## config.mk

```make
export PLATFORM = sky130hd
export DESIGN_NAME = fcs_top
export DESIGN_NICKNAME = d
export VERILOG_FILES = /design/src/fcs_pkg.sv /design/src/fcs_top.sv
export SDC_FILE = /design/constraint.sdc
export NUM_CORES = 1
export LEC_CHECK = 0
export BUFFER_PORTS_ARGS = -buffer_cell sky130_fd_sc_hd__buf_2
export CAP_MARGIN = 20
export CORE_AREA = 2 2 108 110
export CTS_CLUSTER_SIZE = 12
export DETAILED_ROUTE_END_ITERATION = 10
export DIE_AREA = 0 0 110 112
export GPL_TIMING_DRIVEN = 0
export REMOVE_ABC_BUFFERS = 1
export SLEW_MARGIN = 30
export SYNTH_ARGS = -nofsm -noshare
export SYNTH_HDL_FRONTEND = slang
export SYNTH_SLANG_ARGS = --single-unit
```

## constraint.sdc

```tcl
create_clock -name i_clock -period 2.8 [get_ports i_clock]
set_input_delay 0.7 -clock i_clock [delete_from_list [all_inputs] [get_ports i_clock]]
set_output_delay 0.7 -clock i_clock [all_outputs]
set_load 0.1 [all_outputs]
```

## src/fcs_pkg.sv

```systemverilog
// constants, states and carriers for the flash command sequencer
package fcs_pkg;
    localparam int CLK_PERIOD_NS = 100;
    localparam int T_PROG_US = 40;
    localparam int T_ERASE_MS = 30;
    // longest times round down to whole cycles
    localparam int PROG_CYC = (T_PROG_US * 1000) / CLK_PERIOD_NS;
    localparam int ERASE_CYC = (T_ERASE_MS * 1000000) / CLK_PERIOD_NS;
    localparam int CNT_W = 19;

    localparam logic [7:0] CMD_UNLOCK1 = 8'hAA;
    localparam logic [7:0] CMD_UNLOCK2 = 8'h55;
    localparam logic [7:0] CMD_PROG = 8'hA0;
    localparam logic [7:0] CMD_ERASE = 8'h80;
    localparam logic [7:0] CMD_SECT = 8'h30;
    localparam logic [7:0] CMD_CHIP = 8'h10;
    localparam logic [7:0] CMD_ID_ENTRY = 8'h90;
    localparam logic [7:0] CMD_ID_EXIT = 8'hF0;
    localparam logic [7:0] CMD_SECURE = 8'hA5;
    localparam logic [7:0] SECURE_DATA = 8'h00;
    localparam logic [7:0] APPLY_KEY = 8'hD5;
    localparam logic [7:0] ERASED_BYTE = 8'hFF;
    localparam logic [7:0] SECURED_BYTE = 8'h00;

    localparam logic [11:0] OFS_FIRST = 12'h555;
    localparam logic [11:0] OFS_SECOND = 12'hAAA;
    localparam logic [15:0] ADDR_SECURE = 16'hFF7F;
    localparam logic [15:0] ADDR_VENDOR = 16'hF000;
    localparam logic [15:0] ADDR_FLASH_ID = 16'hF001;

    localparam logic [2:0] WP_ENABLE = 3'b101;
    localparam logic [2:0] WP_RESET = 3'b010;
    localparam int TOGGLE_POS = 6;
    localparam logic FLASH_STANDBY_BIT_RESET = 1'b0;

    typedef enum logic [8:0] {
        ST_IDLE = 9'b0_0000_0001,
        ST_UNL1 = 9'b0_0000_0010,
        ST_UNL2 = 9'b0_0000_0100,
        ST_ERS3 = 9'b0_0000_1000,
        ST_ERS4 = 9'b0_0001_0000,
        ST_ERS5 = 9'b0_0010_0000,
        ST_PDAT = 9'b0_0100_0000,
        ST_SECR = 9'b0_1000_0000,
        ST_BUSY = 9'b1_0000_0000
    } fcs_state_e;

    typedef struct packed {
        logic valid;
        logic write;
        logic [15:0] addr;
        logic [7:0] data;
    } fcs_req_s;

    typedef struct packed {
        logic prog;
        logic sect_erase;
        logic chip_erase;
        logic secure;
        logic [15:0] addr;
        logic [7:0] data;
    } fcs_arr_s;
endpackage

```

## src/fcs_top.sv

```systemverilog
// flash command sequencer: standby bit, port input gating, command decode and toggle polling
`timescale 1ns/1ns
module fcs_top
    import fcs_pkg::*;
#(
    parameter int P_ERASE_CYC = ERASE_CYC,
    parameter logic [7:0] P_VENDOR_ID = 8'h5A,  // arbitrary value
    parameter logic [7:0] P_FLASH_ID = 8'h3C    // arbitrary value
) (
    input wire logic i_clock,
    input wire logic i_rst_n,
    input wire fcs_req_s i_req,
    input wire logic [7:0] i_arr_rdata,
    input wire logic i_exec_from_ram,
    input wire logic i_flash_standby_bit_wr,
    input wire logic i_flash_standby_bit_wdata,
    input wire logic i_irq_take,
    input wire logic i_vector_ram,
    input wire logic i_serial_prom,
    input wire logic i_parallel_prom,
    input wire logic i_port_ctl_wr,
    input wire logic [1:0] i_port_ctl_wdata,
    input wire logic i_ctl1_wr,
    input wire logic [2:0] i_ctl1_mode,
    input wire logic i_ctl2_wr,
    input wire logic [7:0] i_ctl2_data,
    output logic [7:0] o_rdata,
    output logic o_rvalid,
    output logic o_busy,
    output logic o_id_mode,
    output logic o_secured,
    output logic o_flash_standby_bit,
    output logic o_standby_rst,
    output logic o_port_in_en,
    output logic o_sclk_in_en,
    output fcs_arr_s o_arr
);
    fcs_state_e st_q;
    logic flash_standby_bit_q;
    logic other_ports_input_enable_q;
    logic serial_clock_input_enable_q;
    logic [2:0] mode_stage_q;
    logic [2:0] mode_eff_q;
    logic [CNT_W-1:0] cnt_q;
    logic toggle_q;
    logic id_mode_q;
    logic secured_q;
    logic op_chip_q;
    logic op_secure_q;
    logic first_rd_q;
    logic wp_en;
    logic flash_hit;
    logic irq_clr;
    logic w;
    logic rd;
    logic a_first;
    logic a_second;
    logic start_prog;
    logic start_sect;
    logic start_chip;
    logic start_sec;
    logic start_any;
    logic [CNT_W-1:0] load_cnt;

    assign wp_en = (mode_eff_q == WP_ENABLE);
    // the flash array answers at 0x8000 and above, whatever the upper nibble
    assign flash_hit = i_req.valid && i_req.addr[15];
    assign irq_clr = i_irq_take && !i_vector_ram;
    assign w = flash_hit && i_req.write && !flash_standby_bit_q && wp_en;
    assign rd = flash_hit && !i_req.write && !flash_standby_bit_q;
    assign a_first = (i_req.addr[11:0] == OFS_FIRST);
    assign a_second = (i_req.addr[11:0] == OFS_SECOND);

    always_comb begin
        start_prog = w && (st_q == ST_PDAT);
        start_sect = w && (st_q == ST_ERS5) && (i_req.data == CMD_SECT) && !i_parallel_prom;
        start_chip = w && (st_q == ST_ERS5) && (i_req.data == CMD_CHIP) && a_first;
        start_sec = w && (st_q == ST_SECR) && (i_req.addr == ADDR_SECURE) && (i_req.data == SECURE_DATA);
        start_any = start_prog || start_sect || start_chip || start_sec;
        if (start_sect || start_chip) begin
            load_cnt = CNT_W'(P_ERASE_CYC - 1);
        end else begin
            load_cnt = CNT_W'(PROG_CYC - 1);
        end
    end

    // interrupt clear wins over a write in the same cycle
    always_ff @(posedge i_clock or negedge i_rst_n) begin
        if (!i_rst_n) begin
            flash_standby_bit_q <= FLASH_STANDBY_BIT_RESET;
        end else if (irq_clr) begin
            flash_standby_bit_q <= 1'b0;
        end else if (i_flash_standby_bit_wr && i_exec_from_ram) begin
            flash_standby_bit_q <= i_flash_standby_bit_wdata;
        end
    end

    always_ff @(posedge i_clock or negedge i_rst_n) begin
        if (!i_rst_n) begin
            o_standby_rst <= 1'b0;
        end else begin
            o_standby_rst <= flash_hit && flash_standby_bit_q && !irq_clr;
        end
    end

    // control bits only take writes in serial PROM mode
    always_ff @(posedge i_clock or negedge i_rst_n) begin
        if (!i_rst_n) begin
            other_ports_input_enable_q <= 1'b0;
            serial_clock_input_enable_q <= 1'b0;
        end else if (i_port_ctl_wr && i_serial_prom) begin
            other_ports_input_enable_q <= i_port_ctl_wdata[0];
            serial_clock_input_enable_q <= i_port_ctl_wdata[1];
        end
    end

    // gating follows the enable bits only in serial PROM mode
    always_ff @(posedge i_clock or negedge i_rst_n) begin
        if (!i_rst_n) begin
            o_port_in_en <= 1'b0;
            o_sclk_in_en <= 1'b0;
        end else begin
            o_port_in_en <= !i_serial_prom || other_ports_input_enable_q;
            o_sclk_in_en <= !i_serial_prom || serial_clock_input_enable_q;
        end
    end

    // mode field only takes effect on the apply key
    always_ff @(posedge i_clock or negedge i_rst_n) begin
        if (!i_rst_n) begin
            mode_stage_q <= WP_RESET;
            mode_eff_q <= WP_RESET;
        end else begin
            if (i_ctl1_wr) begin
                mode_stage_q <= i_ctl1_mode;
            end
            if (i_ctl2_wr && (i_ctl2_data == APPLY_KEY)) begin
                mode_eff_q <= mode_stage_q;
            end
        end
    end

    // sequence decoder; a wrong cycle drops back to idle
    always_ff @(posedge i_clock or negedge i_rst_n) begin
        if (!i_rst_n) begin
            st_q <= ST_IDLE;
            o_busy <= 1'b0;
            cnt_q <= '0;
        end else begin
            unique case (st_q)
                ST_IDLE: begin
                    if (w && a_first && (i_req.data == CMD_UNLOCK1)) begin
                        st_q <= ST_UNL1;
                    end
                end
                ST_UNL1: begin
                    if (w) begin
                        st_q <= (a_second && i_req.data == CMD_UNLOCK2) ? ST_UNL2 : ST_IDLE;
                    end
                end
                ST_UNL2: begin
                    if (w) begin
                        if (!a_first) begin
                            st_q <= ST_IDLE;
                        end else if (i_req.data == CMD_PROG) begin
                            st_q <= ST_PDAT;
                        end else if (i_req.data == CMD_ERASE) begin
                            st_q <= ST_ERS3;
                        end else if (i_req.data == CMD_SECURE) begin
                            st_q <= ST_SECR;
                        end else begin
                            st_q <= ST_IDLE;
                        end
                    end
                end
                ST_ERS3: begin
                    if (w) begin
                        st_q <= (a_first && i_req.data == CMD_UNLOCK1) ? ST_ERS4 : ST_IDLE;
                    end
                end
                ST_ERS4: begin
                    if (w) begin
                        st_q <= (a_second && i_req.data == CMD_UNLOCK2) ? ST_ERS5 : ST_IDLE;
                    end
                end
                ST_ERS5, ST_PDAT, ST_SECR: begin
                    if (start_any) begin
                        st_q <= ST_BUSY;
                        o_busy <= 1'b1;
                        cnt_q <= load_cnt;
                    end else if (w) begin
                        st_q <= ST_IDLE;
                    end
                end
                // writes are ignored until the count runs out
                ST_BUSY: begin
                    if (cnt_q == '0) begin
                        st_q <= ST_IDLE;
                        o_busy <= 1'b0;
                    end else begin
                        cnt_q <= cnt_q - 1'b1;
                    end
                end
            endcase
        end
    end

    // one-cycle command to the array macro
    always_ff @(posedge i_clock or negedge i_rst_n) begin
        if (!i_rst_n) begin
            o_arr <= '0;
        end else begin
            o_arr.prog <= start_prog;
            o_arr.sect_erase <= start_sect;
            o_arr.chip_erase <= start_chip;
            o_arr.secure <= start_sec;
            if (start_any) begin
                o_arr.addr <= i_req.addr;
                o_arr.data <= start_prog ? i_req.data : ERASED_BYTE;
            end
        end
    end

    // security flag: set by a finished security program, cleared by a finished chip erase
    always_ff @(posedge i_clock or negedge i_rst_n) begin
        if (!i_rst_n) begin
            op_chip_q <= 1'b0;
            op_secure_q <= 1'b0;
            secured_q <= 1'b0;
        end else if (start_any) begin
            op_chip_q <= start_chip;
            op_secure_q <= start_sec;
        end else if (st_q == ST_BUSY && cnt_q == '0) begin
            if (op_secure_q) begin
                secured_q <= 1'b1;
            end else if (op_chip_q) begin
                secured_q <= 1'b0;
            end
        end
    end

    always_ff @(posedge i_clock or negedge i_rst_n) begin
        if (!i_rst_n) begin
            id_mode_q <= 1'b0;
        end else if (w && st_q == ST_UNL2 && a_first && i_req.data == CMD_ID_ENTRY) begin
            id_mode_q <= 1'b1;
        end else if (w && st_q == ST_IDLE && i_req.data == CMD_ID_EXIT) begin
            id_mode_q <= 1'b0;
        end
    end

    // toggle starts at one and flips on every busy read
    always_ff @(posedge i_clock or negedge i_rst_n) begin
        if (!i_rst_n) begin
            toggle_q <= 1'b1;
        end else if (start_any) begin
            toggle_q <= 1'b1;
        end else if (rd && o_busy && wp_en) begin
            toggle_q <= !toggle_q;
        end
    end

    // marks the first status read of each operation, so the first-read check needs no back-to-back reads
    always_ff @(posedge i_clock or negedge i_rst_n) begin
        if (!i_rst_n) begin
            first_rd_q <= 1'b0;
        end else if (start_any) begin
            first_rd_q <= 1'b1;
        end else if (rd && o_busy && wp_en) begin
            first_rd_q <= 1'b0;
        end
    end

    // read answer one cycle after the request
    always_ff @(posedge i_clock or negedge i_rst_n) begin
        if (!i_rst_n) begin
            o_rdata <= '0;
            o_rvalid <= 1'b0;
        end else begin
            o_rvalid <= rd;
            if (rd) begin
                if (o_busy && wp_en) begin
                    o_rdata <= i_arr_rdata;
                    o_rdata[TOGGLE_POS] <= toggle_q;
                end else if (id_mode_q && i_req.addr == ADDR_VENDOR) begin
                    o_rdata <= P_VENDOR_ID;
                end else if (id_mode_q && i_req.addr == ADDR_FLASH_ID) begin
                    o_rdata <= P_FLASH_ID;
                end else if (id_mode_q && i_req.addr == ADDR_SECURE) begin
                    o_rdata <= secured_q ? SECURED_BYTE : ERASED_BYTE;
                end else begin
                    o_rdata <= i_arr_rdata;
                end
            end
        end
    end

    always_ff @(posedge i_clock or negedge i_rst_n) begin
        if (!i_rst_n) begin
            o_id_mode <= 1'b0;
            o_secured <= 1'b0;
            o_flash_standby_bit <= FLASH_STANDBY_BIT_RESET;
        end else begin
            o_id_mode <= id_mode_q;
            o_secured <= secured_q;
            o_flash_standby_bit <= flash_standby_bit_q;
        end
    end

    chk_flash_standby_bit_ram_only: assert property (
        @(posedge i_clock) disable iff (!i_rst_n)
        $changed(flash_standby_bit_q) |-> $past(irq_clr) || $past(i_flash_standby_bit_wr && i_exec_from_ram))
        else $error("standby bit changed without a RAM write");
    chk_standby_reset: assert property (
        @(posedge i_clock) disable iff (!i_rst_n)
        flash_hit && flash_standby_bit_q && !irq_clr |=> o_standby_rst)
        else $error("flash access in standby gave no reset");
    chk_irq_clears: assert property (
        @(posedge i_clock) disable iff (!i_rst_n)
        irq_clr |=> !flash_standby_bit_q ##1 !o_flash_standby_bit)
        else $error("flash vector interrupt left standby set");
    chk_irq_keeps: assert property (
        @(posedge i_clock) disable iff (!i_rst_n)
        i_irq_take && i_vector_ram && !i_flash_standby_bit_wr |=> $stable(flash_standby_bit_q))
        else $error("RAM vector interrupt changed standby bit");
    chk_serial_gate: assert property (
        @(posedge i_clock) disable iff (!i_rst_n)
        i_serial_prom && !other_ports_input_enable_q |=> !o_port_in_en)
        else $error("port inputs open in serial mode");
    chk_mcu_open: assert property (
        @(posedge i_clock) disable iff (!i_rst_n)
        !i_serial_prom |=> o_port_in_en && o_sclk_in_en)
        else $error("port inputs gated in MCU mode");
    chk_prog_cmd: assert property (
        @(posedge i_clock) disable iff (!i_rst_n)
        start_prog |=> o_arr.prog && o_arr.addr == $past(i_req.addr) && o_arr.data == $past(i_req.data))
        else $error("byte program not issued");
    chk_prog_busy: assert property (
        @(posedge i_clock) disable iff (!i_rst_n)
        start_prog |=> o_busy ##[399:399] o_busy ##1 !o_busy)
        else $error("program busy length wrong");
    chk_toggle_flip: assert property (
        @(posedge i_clock) disable iff (!i_rst_n)
        rd && o_busy && wp_en |=> o_rdata[TOGGLE_POS] == $past(toggle_q) && toggle_q != $past(toggle_q))
        else $error("status toggle bit did not flip");
    chk_sector_pick: assert property (
        @(posedge i_clock) disable iff (!i_rst_n)
        start_sect |=> o_arr.sect_erase && o_arr.addr[15:12] == $past(i_req.addr[15:12]))
        else $error("sector erase address wrong");
    chk_no_par_sect: assert property (
        @(posedge i_clock) disable iff (!i_rst_n)
        i_parallel_prom |=> !o_arr.sect_erase)
        else $error("sector erase in parallel mode");
    chk_locked: assert property (
        @(posedge i_clock) disable iff (!i_rst_n)
        !wp_en && st_q == ST_IDLE |=> st_q == ST_IDLE)
        else $error("sequence advanced while protected");
    chk_first_toggle: assert property (
        @(posedge i_clock) disable iff (!i_rst_n)
        first_rd_q && rd && o_busy && wp_en |=> o_rdata[TOGGLE_POS])
        else $error("first toggle read not one");
    chk_id_exit: assert property (
        @(posedge i_clock) disable iff (!i_rst_n)
        w && st_q == ST_IDLE && i_req.data == CMD_ID_EXIT |=> !id_mode_q ##1 !o_id_mode)
        else $error("exit code left ID mode on");
endmodule

```

Word-level counts from Yosys, hierarchy flattened
Cells that the tools add are included.

word-level totals
  register bits after elaboration = 86
  input port bits = 59
  output and inout bits = 44

cells by class
  $add $sub $neg = 1
  equality and inequality tests = 34
  muxes and demuxes = 37
  bitwise gates (word level) = 1
  reductions and logical operators = 62

operators with widths
  kind                     number
  $mux W8                  10
  $mux W9                  8
  $pmux W9 S7              1
  $mux W19                 3
  $eq A8 B8 Y1 const B     7
  $eq A16 B16 Y1 const B   3
  $pmux W19 S2             1
  $logic_and A1 B1 Y1      37
  $logic_not A19 Y1        1
  $sub A19 B1 Y19 const B  1
  $ne A2 B2 Y1 const B     8
  $eq A12 B11 Y1 const B   1
  $eq A12 B12 Y1 const B   1
  $mux W1                  10
  $reduce_bool A2 Y1       5
  $eq A9 B1 Y1 const B     1
  $eq A9 B2 Y1 const B     1
  $eq A9 B3 Y1 const B     1
  $eq A9 B4 Y1 const B     1
  $eq A9 B5 Y1 const B     1
  $eq A9 B6 Y1 const B     1
  $eq A9 B7 Y1 const B     1
  $eq A9 B8 Y1 const B     1
  $eq A9 B9 Y1 const B     1
  16 further kinds         29

Longest topological paths before layout
Gate-level depths: netlist (run 1).

  depth after elaboration = 12
  gate-level depth with buffers = 10
  depth with buffers taken out = 9

Worst setup path after synthesis (run 1)
OpenSTA, ideal clock, no wires.

  path kind = input -> register
  start point = in i_req[1] (netlist name)
  end point = reg st_q[1]
  setup time = 0.125 ns
  arrival = 3.152 ns
  required time = 2.675 ns
  slack = -0.477 ns
  cell stages on the path = 8
  path through = or4_4 or4b_4 a2111oi_4 a21o_4 nor3_1 o41a_1 buf_6 mux2_4

between the ends
  cells in the longest elaborated chain, start to end = 8
  elaborated cells on any way between the ends = 24

ends and longest elaborated chain
  what                                                               RTL line        text
  from (decl)                                                        fcs_top.sv:12   input wire fcs_req_s i_req,
  $eq A8 B6 Y1                                                       fcs_top.sv:76   start_sect = w && (st_q == ST_ERS5) && (i_req.data == CMD_SECT) && !i_parallel_prom;
  $logic_and A1 B1 Y1 (2 in series)                                  fcs_top.sv:76
  $logic_or A1 B1 Y1 (3 in series)                                   fcs_top.sv:79   start_any = start_prog || start_sect || start_chip || start_sec;
  $ne A3 B3 Y1 (no line) / $mux W9 (equally long branches)           n/a
  $reduce_and A7 Y1 (no line) / $pmux W9 S7 (equally long branches)  n/a
  to (signal assigned)                                               fcs_top.sv:158  st_q <= (a_second && i_req.data == CMD_UNLOCK2) ? ST_UNL2 : ST_IDLE;
  to (signal assigned)                                               fcs_top.sv:178  st_q <= (a_first && i_req.data == CMD_UNLOCK1) ? ST_ERS4 : ST_IDLE;
  to (signal assigned)                                               fcs_top.sv:183  st_q <= (a_second && i_req.data == CMD_UNLOCK2) ? ST_ERS5 : ST_IDLE;
  to (decl)                                                          fcs_top.sv:38   fcs_state_e st_q;

Parallel ways exist; a longest one is shown, timed or not. The select of a mux whose other input is x is not followed.
A chain may end at the register's enable or synchronous reset.

Worst setup path after layout (run 1)
  start point = in i_req[3] (netlist name)
  end point = reg st_q[2]

Same word-level chain as after synthesis.

==> results of run 1 <==
==> metal layers <==
layer	wire length, µm	vias to the layer above	GRT usage	part of all wire
li1	-	1758	-	-
met1	4930	1735	0.255	0.46
met2	5060	95	0.286	0.47
met3	527	14	0.0316	0.049
met4	180	0	0.0743	0.017
met5	0	-	0	0
==> where the power goes <==
group	internal (mW)	switching [mW]
sequential	1.31	0.0412
clock	0.671	0.481
combinational	0.205	0.446
==> flip-flops by register name, indices dropped and copies added, names as in the netlist, 3 cells and up <==
signal        flops
cnt_q            19
mode_eff_q        3
o_arr            28
o_rdata           8
st_q              9
mode_stage_q      3
==> worst max-delay path by stage <==
stage	start	end	slack (ps)	depth (start not counted)
global placement	i_req[1]	st_q[0]	-1120	8
detailed placement	i_req[1]	st_q[0]	-1160	8
global route	i_req[3]	st_q[4]	-200	8
finish	i_req[3]	st_q[2]	-160	8
floorplan	i_req[1]	st_q[1]	-610	7
CTS	i_req[3]	st_q[4]	-290	8
==> cell type report <==
cell class,count,area share
flip-flops and latches,86,0.403
inverters,12,0.00841
well taps,143,0.0334
clock buffers,13,0.0505
clock inverters,3,0.00327
multi-input cells,320,0.378
repair buffers,116,0.124
==> cell families after synthesis <==
| kind of cell | count (synthesis) |
|---|---|
| DFF | 86 |
| muxes | 16 |
| xor gates and xnor gates | 12 |
| AOI/OAI and AO/OA | 74 |
| buffers and inverters | 23 |
| adders and majority gates | 1 |
| and+or+nand+nor | 217 |
==> through the flow <==
stage	instances	instance area, µm²	hold WS (ps)	setup TNS (ps)
after floorplan	418	4110	387	-5930
after global placement	663	4800	403	-18880
after detailed placement	665	4850	414	-18100
after CTS	689	5260	267	-2730
after global routing	693	5350	296	-1570
final	693	5350	263	-1190
==> critical path, cell delays in order <==
cell       delay [ps]
buf_8              90
or4_4             540
or4b_4            550
a2111oi_4         240
a21o_4            150
nor3_4             40
o41a_4            530
mux2_4            330
==> placed cells by master, fill, tap and decap left out, types with 6 or more instances in the layout <==
cell       Yosys  routed
nand4_1        6       6
nand3_1       12      12
nor2_1        41      41
nand2_1       77      75
clkbuf_16      0       9
nor4_1        11       9
mux2_2         8       8
a21oi_1       14      13
xnor2_1        9       9
o22a_1         9       9
buf_2          0      99
o21ai_0       26      26
nor3_1        21      18
mux2_4         7       7
dfrtp_1       82      81
or3_1          6       6
nand2b_1      11      11
buf_4          0      12
inv_1         11      11
==> repair_timing <==
item	in CTS	in global routing
resized for setup	13	14
setup buffers	8	4
setup endpoints to repair	35	42
pin swaps	8	4
==> run metrics, run 1 <==
initial antenna violation count=0; Detailed Route WL=10700 µm; largest net degree at the start of global routing=50; CP Class=input port to flip-flop; Worst Setup End Kind=flip-flop; CTS root buf=clkbuf_16; worst reg2reg setup slack=-80 ps; ys async rst share=1.00; first-pass GRT wire length=approximately 18000 µm; crit path time final=~3000 ps; dominant cell type by area after synthesis=dfrtp_1; layout cells sized above 1=0.316; Compound-Gate Fraction of Synth Area=0.121; clock latency on the worst-skew pair=340 ps; CP arrival=about 3200 ps; fmax=between 300 and 400 MHz; CP Max Fanout=8; adder-cell share of the synthesized area=0.00301; Worst VDD drop=0.297 mV; diodes inserted=0; Final nets=approximately 610; reg-to-reg startpoint=cnt_q[12]; drt wl/cell=around 15 µm; leakage power=approximately 2.6 nW; RSZ-0062 raised after global routing=true; # rows=39; vias in the first global route=~3700; reg2reg end=st_q[2]; Synth Area per Inst=a little under 10 µm²; Power Dens Cells=between 500 and 600 nW/µm²; P&R area growth vs syn=28.7%; Final Cycle Share=1.06; Final setup viols=8; register bit total from synthesis=86; max-cap violations=0; pre-CTS setup slack=-1160 ps; Slew HR=0.541; input/output buffers=102; post-synthesis cell count=between 400 and 500; final-report hold violation count=0; Post-Synth Simple-Gate Area=0.260; total CTS buffers=9; Synth cell types=53; num ports=roughly 100; Final Util=0.479; fillers=about 1100; total congestion overflow=0; deepest clock path buffer count=2; violated checks=negative setup slack; sequential-to-total area share from yosys stat=0.518; Final Max Tran Viols=0; Vias/cell=5.20; most frequent cells after synthesis=82 x dfrtp_1, 77 x nand2_1, 41 x nor2_1; total die area=~12000 µm²; hpwl dp=about 7600 µm; number of synthesized flops with an enable pin=0; CTS Hold Buffers Added=0; Post-Synth XOR/XNOR Area=0.0253; CTS tree=done; Yosys Warn Count=0; Reg clk slew, reported paths=around 60 ps; largest family of logic cells by synthesized area=simple AND/OR/NAND/NOR gates; core area=11200 µm²; largest cells by area after synthesis=dfrtp_1 49%, nand2_1 6.9%, nor2_1 3.7%; drt first pass iters=4; CP required=just over 3000 ps; Die X-Extent=approximately 110 µm; Multi-input gate area=2020 µm²; CTS H-Tree Depth=3; Total Routing Usage GR=0.185; Synth Flop Type=dfrtp_1; r2r worst-path depth=5; Die Ht=around 110 µm; post-synthesis cell area=about 4200 µm²; Worst Slack Setup Final=-158 ps; vias after detailed routing=~3600; most common cell in the synthesized netlist=dfrtp_1; outcome=finished with violations; CTS Sinks=86; Design Power=3.15 mW; worst-margin pin slew=approximately 680 ps; drt drc=0; mux contribution to synthesized area=0.0493; post-synth top area share=0.493; Clock Skews=just under 8 ps; worst min-delay path class=input port to asynchronous set/reset pin; GP Congestion=between 0.8 and 0.9; post-detailed-route count of antenna-violating nets=0; initial core utilization=0.372; Iter 0 DRT Violations=216; Seq. cell area=roughly 2200 µm²; CP Launch Type=input port
(Power assumes the default switching activity.)
==> inputs of run 2 (changes only) <==
--- a/config.mk
+++ b/config.mk
@@ -12,6 +12,7 @@
 export DETAILED_ROUTE_END_ITERATION = 10
 export DIE_AREA = 0 0 110 112
 export GPL_TIMING_DRIVEN = 0
+export RECOVER_POWER = 100
 export REMOVE_ABC_BUFFERS = 1
 export SLEW_MARGIN = 30
 export SYNTH_ARGS = -nofsm -noshare
==> run 2 against run 1 <==
Against the previous run:
- the run ends with max-capacitance violations, max-slew violations, negative setup slack left
- sequential share of layout area rose by 0.51 points
- combinational power shrank 1%
- clock skew fell by 0.57 ps
- largest cell class unchanged
- largest power group unchanged
==> run metrics, run 2 (same netlist as run 1, synthesis figures left out) <==
initial antenna violation count=0 (unchanged); Clock Skews=7.31 ps (-0.571 ps); hpwl dp=7650 µm (unchanged); Final Max Tran Viols=38 (+38); CP Class=input port to flip-flop; Switching Fraction=0.309 (+0.00135); Detailed Route WL=10800 µm (+0.68%); combinational share of power=0.204 (-0.002); Final Cycle Share=1.06 (about the same); Sequential Power Share=0.430 (+0.002); Worst Setup End Kind=flip-flop; CTS H-Tree Depth=3 (unchanged); CP Launch Type=input port; CTS Hold Buffers Added=0 (unchanged); Vias/cell=5.23 (+0.61%); crit path time final=2960 ps (+0.359 ps); num ports=103 (unchanged); Final Util=0.473 (-0.00593); Reg clk slew, reported paths=60 ps (about the same); most frequent cells in the layout=81 x dfrtp_1, 75 x nand2_1, 52 x buf_2; Slew HR=-0.473 (-1.01); placed cell area=4850 µm² (unchanged); layout cells sized above 1=0.225 (-0.0909); max-cap violations=1 (+1); total congestion overflow=0 (unchanged); input/output buffers=102 (unchanged); post-route cell area=5290 µm² (-1.2%); Iter 0 DRT Violations=224 (+3.7%); internal power=2.17 mW (-0.46%); leakage power=2.38 nW (-7.1%); P&R area growth vs syn=27.1%; CP Max Fanout=8 (unchanged); clock latency on the worst-skew pair=340 ps (about the same); Worst Slack Setup Final=-158 ps (-0.359 ps); initial core utilization=0.372 (unchanged); violated checks=max-capacitance violations, max-slew violations, negative setup slack; worst min-delay path class=flip-flop to flip-flop; largest net degree at the start of global routing=50 (unchanged); reg-to-reg startpoint=cnt_q[12]; Final nets=605 (unchanged); outcome=finished with violations; worst-margin pin slew=2210 ps (+1530 ps); vias in the first global route=3665 (unchanged); Power Dens Cells=594 nW/µm² (+0.98%); max FFs per register=28 (unchanged); drt drc=0 (unchanged); drt wl/cell=15.5 µm (+0.68%); CTS root buf=clkbuf_16; pre-CTS setup slack=-1160 ps (unchanged); Die X-Extent=110 µm (unchanged); CP required=3020 ps (about the same); core area=11200 µm² (unchanged); Worst VDD drop=0.296 mV (-0.22%); switching pwr=0.970 mW (+0.17%); post-detailed-route count of antenna-violating nets=0 (unchanged); final-report hold violation count=0 (unchanged); Hold Crit Start=flash_standby_bit_q; drt first pass iters=4 (unchanged); total CTS buffers=9 (unchanged); GP Congestion=0.806 (unchanged); vias after detailed routing=3624 (+0.61%); diodes inserted=0 (unchanged); Die Ht=112 µm (unchanged); most common cell after layout, fill and taps aside=dfrtp_1; deepest clock path buffer count=2 (unchanged); total die area=12300 µm² (unchanged); biggest regs=o_arr (28), cnt_q (19), st_q (9); Clk network pwr share=0.367 (about the same); # rows=39 (unchanged); CP arrival=3180 ps (about the same); Total Routing Usage GR=0.185 (unchanged); RSZ-0062 raised after global routing=true; Reg with most FFs=o_arr; CTS Sinks=86 (unchanged); crit path launch=i_req[3]; first-pass GRT wire length=17900 µm (unchanged); fmax=338 MHz (about the same); CTS tree=done; Final setup viols=8 (unchanged)
## run 2: cell count changes in the layout (fill, tap and decap cells not counted)
cell / before / now
inv_2: 1 / 0
clkbuf_1: 1 / 49
buf_2: 99 / 52
inv_1: 11 / 12
buf_6: 3 / 2
mux2_2: 8 / 7
mux2_1: 0 / 1
## run 2: worst paths after layout
| path | endpoint | slack, ps | depth (start not counted) |
|---|---|---|---|
| setup reg to reg | st_q[4] | -80 | 5 |
| hold / removal | o_flash_standby_bit | 430 | 0 |
| setup / recovery | st_q[4] | -160 | 8 |
| min in group asynchronous | cnt_q[5] | 1010 | 1 |
| hold reg to reg | o_flash_standby_bit | 430 | 0 |
| max in group asynchronous | o_arr[11] | 530 | 1 |
## run 2: metal layers
layer / up-vias / routed length (µm) / GRT usage
met5: - / 0 / 0
met4: 0 / 196 / 0.0743
met3: 16 / 587 / 0.0316
met2: 110 / 5030 / 0.286
met1: 1738 / 4960 / 0.255
li1: 1760 / - / -
## run 2: critical path: stages
cell       delay, ps
buf_8             90
or4_4            540
or4b_4           550
a2111oi_4        240
a21o_4           150
nor3_4            40
o41a_4           530
mux2_4           320
## run 2: power by group through the flow
stage	clock [mW]	sequential [mW]	combinational [mW]
after floorplan	0	1.58	0.238
after global routing	1.23	1.36	0.689
final	1.15	1.35	0.641
after detailed placement	0	1.37	0.619
after global placement	0	1.37	0.608
after CTS	1.18	1.35	0.644
## run 2: area by class of cell
type / count / area (µm²)
fillers: 1102 / 5890
flip-flops and latches: 86 / 2160
multi-input cells: 320 / 2020
repair buffers: 116 / 596
clock buffers: 13 / 270
well taps: 143 / 179
inverters: 12 / 45.0
clock inverters: 3 / 17.5
## run 2: what timing repair did
action,CTS,global route
endpoints found under the setup margin,35,42
pin swaps,8,4
resized for setup,13,14
buffers inserted,8,4
## run 2: per-stage QoR
stage	hold WS [ps]	total power [mW]	TNS, ps	std cells
detailed placement	414	1.99	-18100	665
CTS	267	3.17	-2730	689
floorplan	387	1.81	-5930	418
global route	450	3.28	-1570	693
finish	429	3.14	-1190	693
global placement	403	1.97	-18880	663
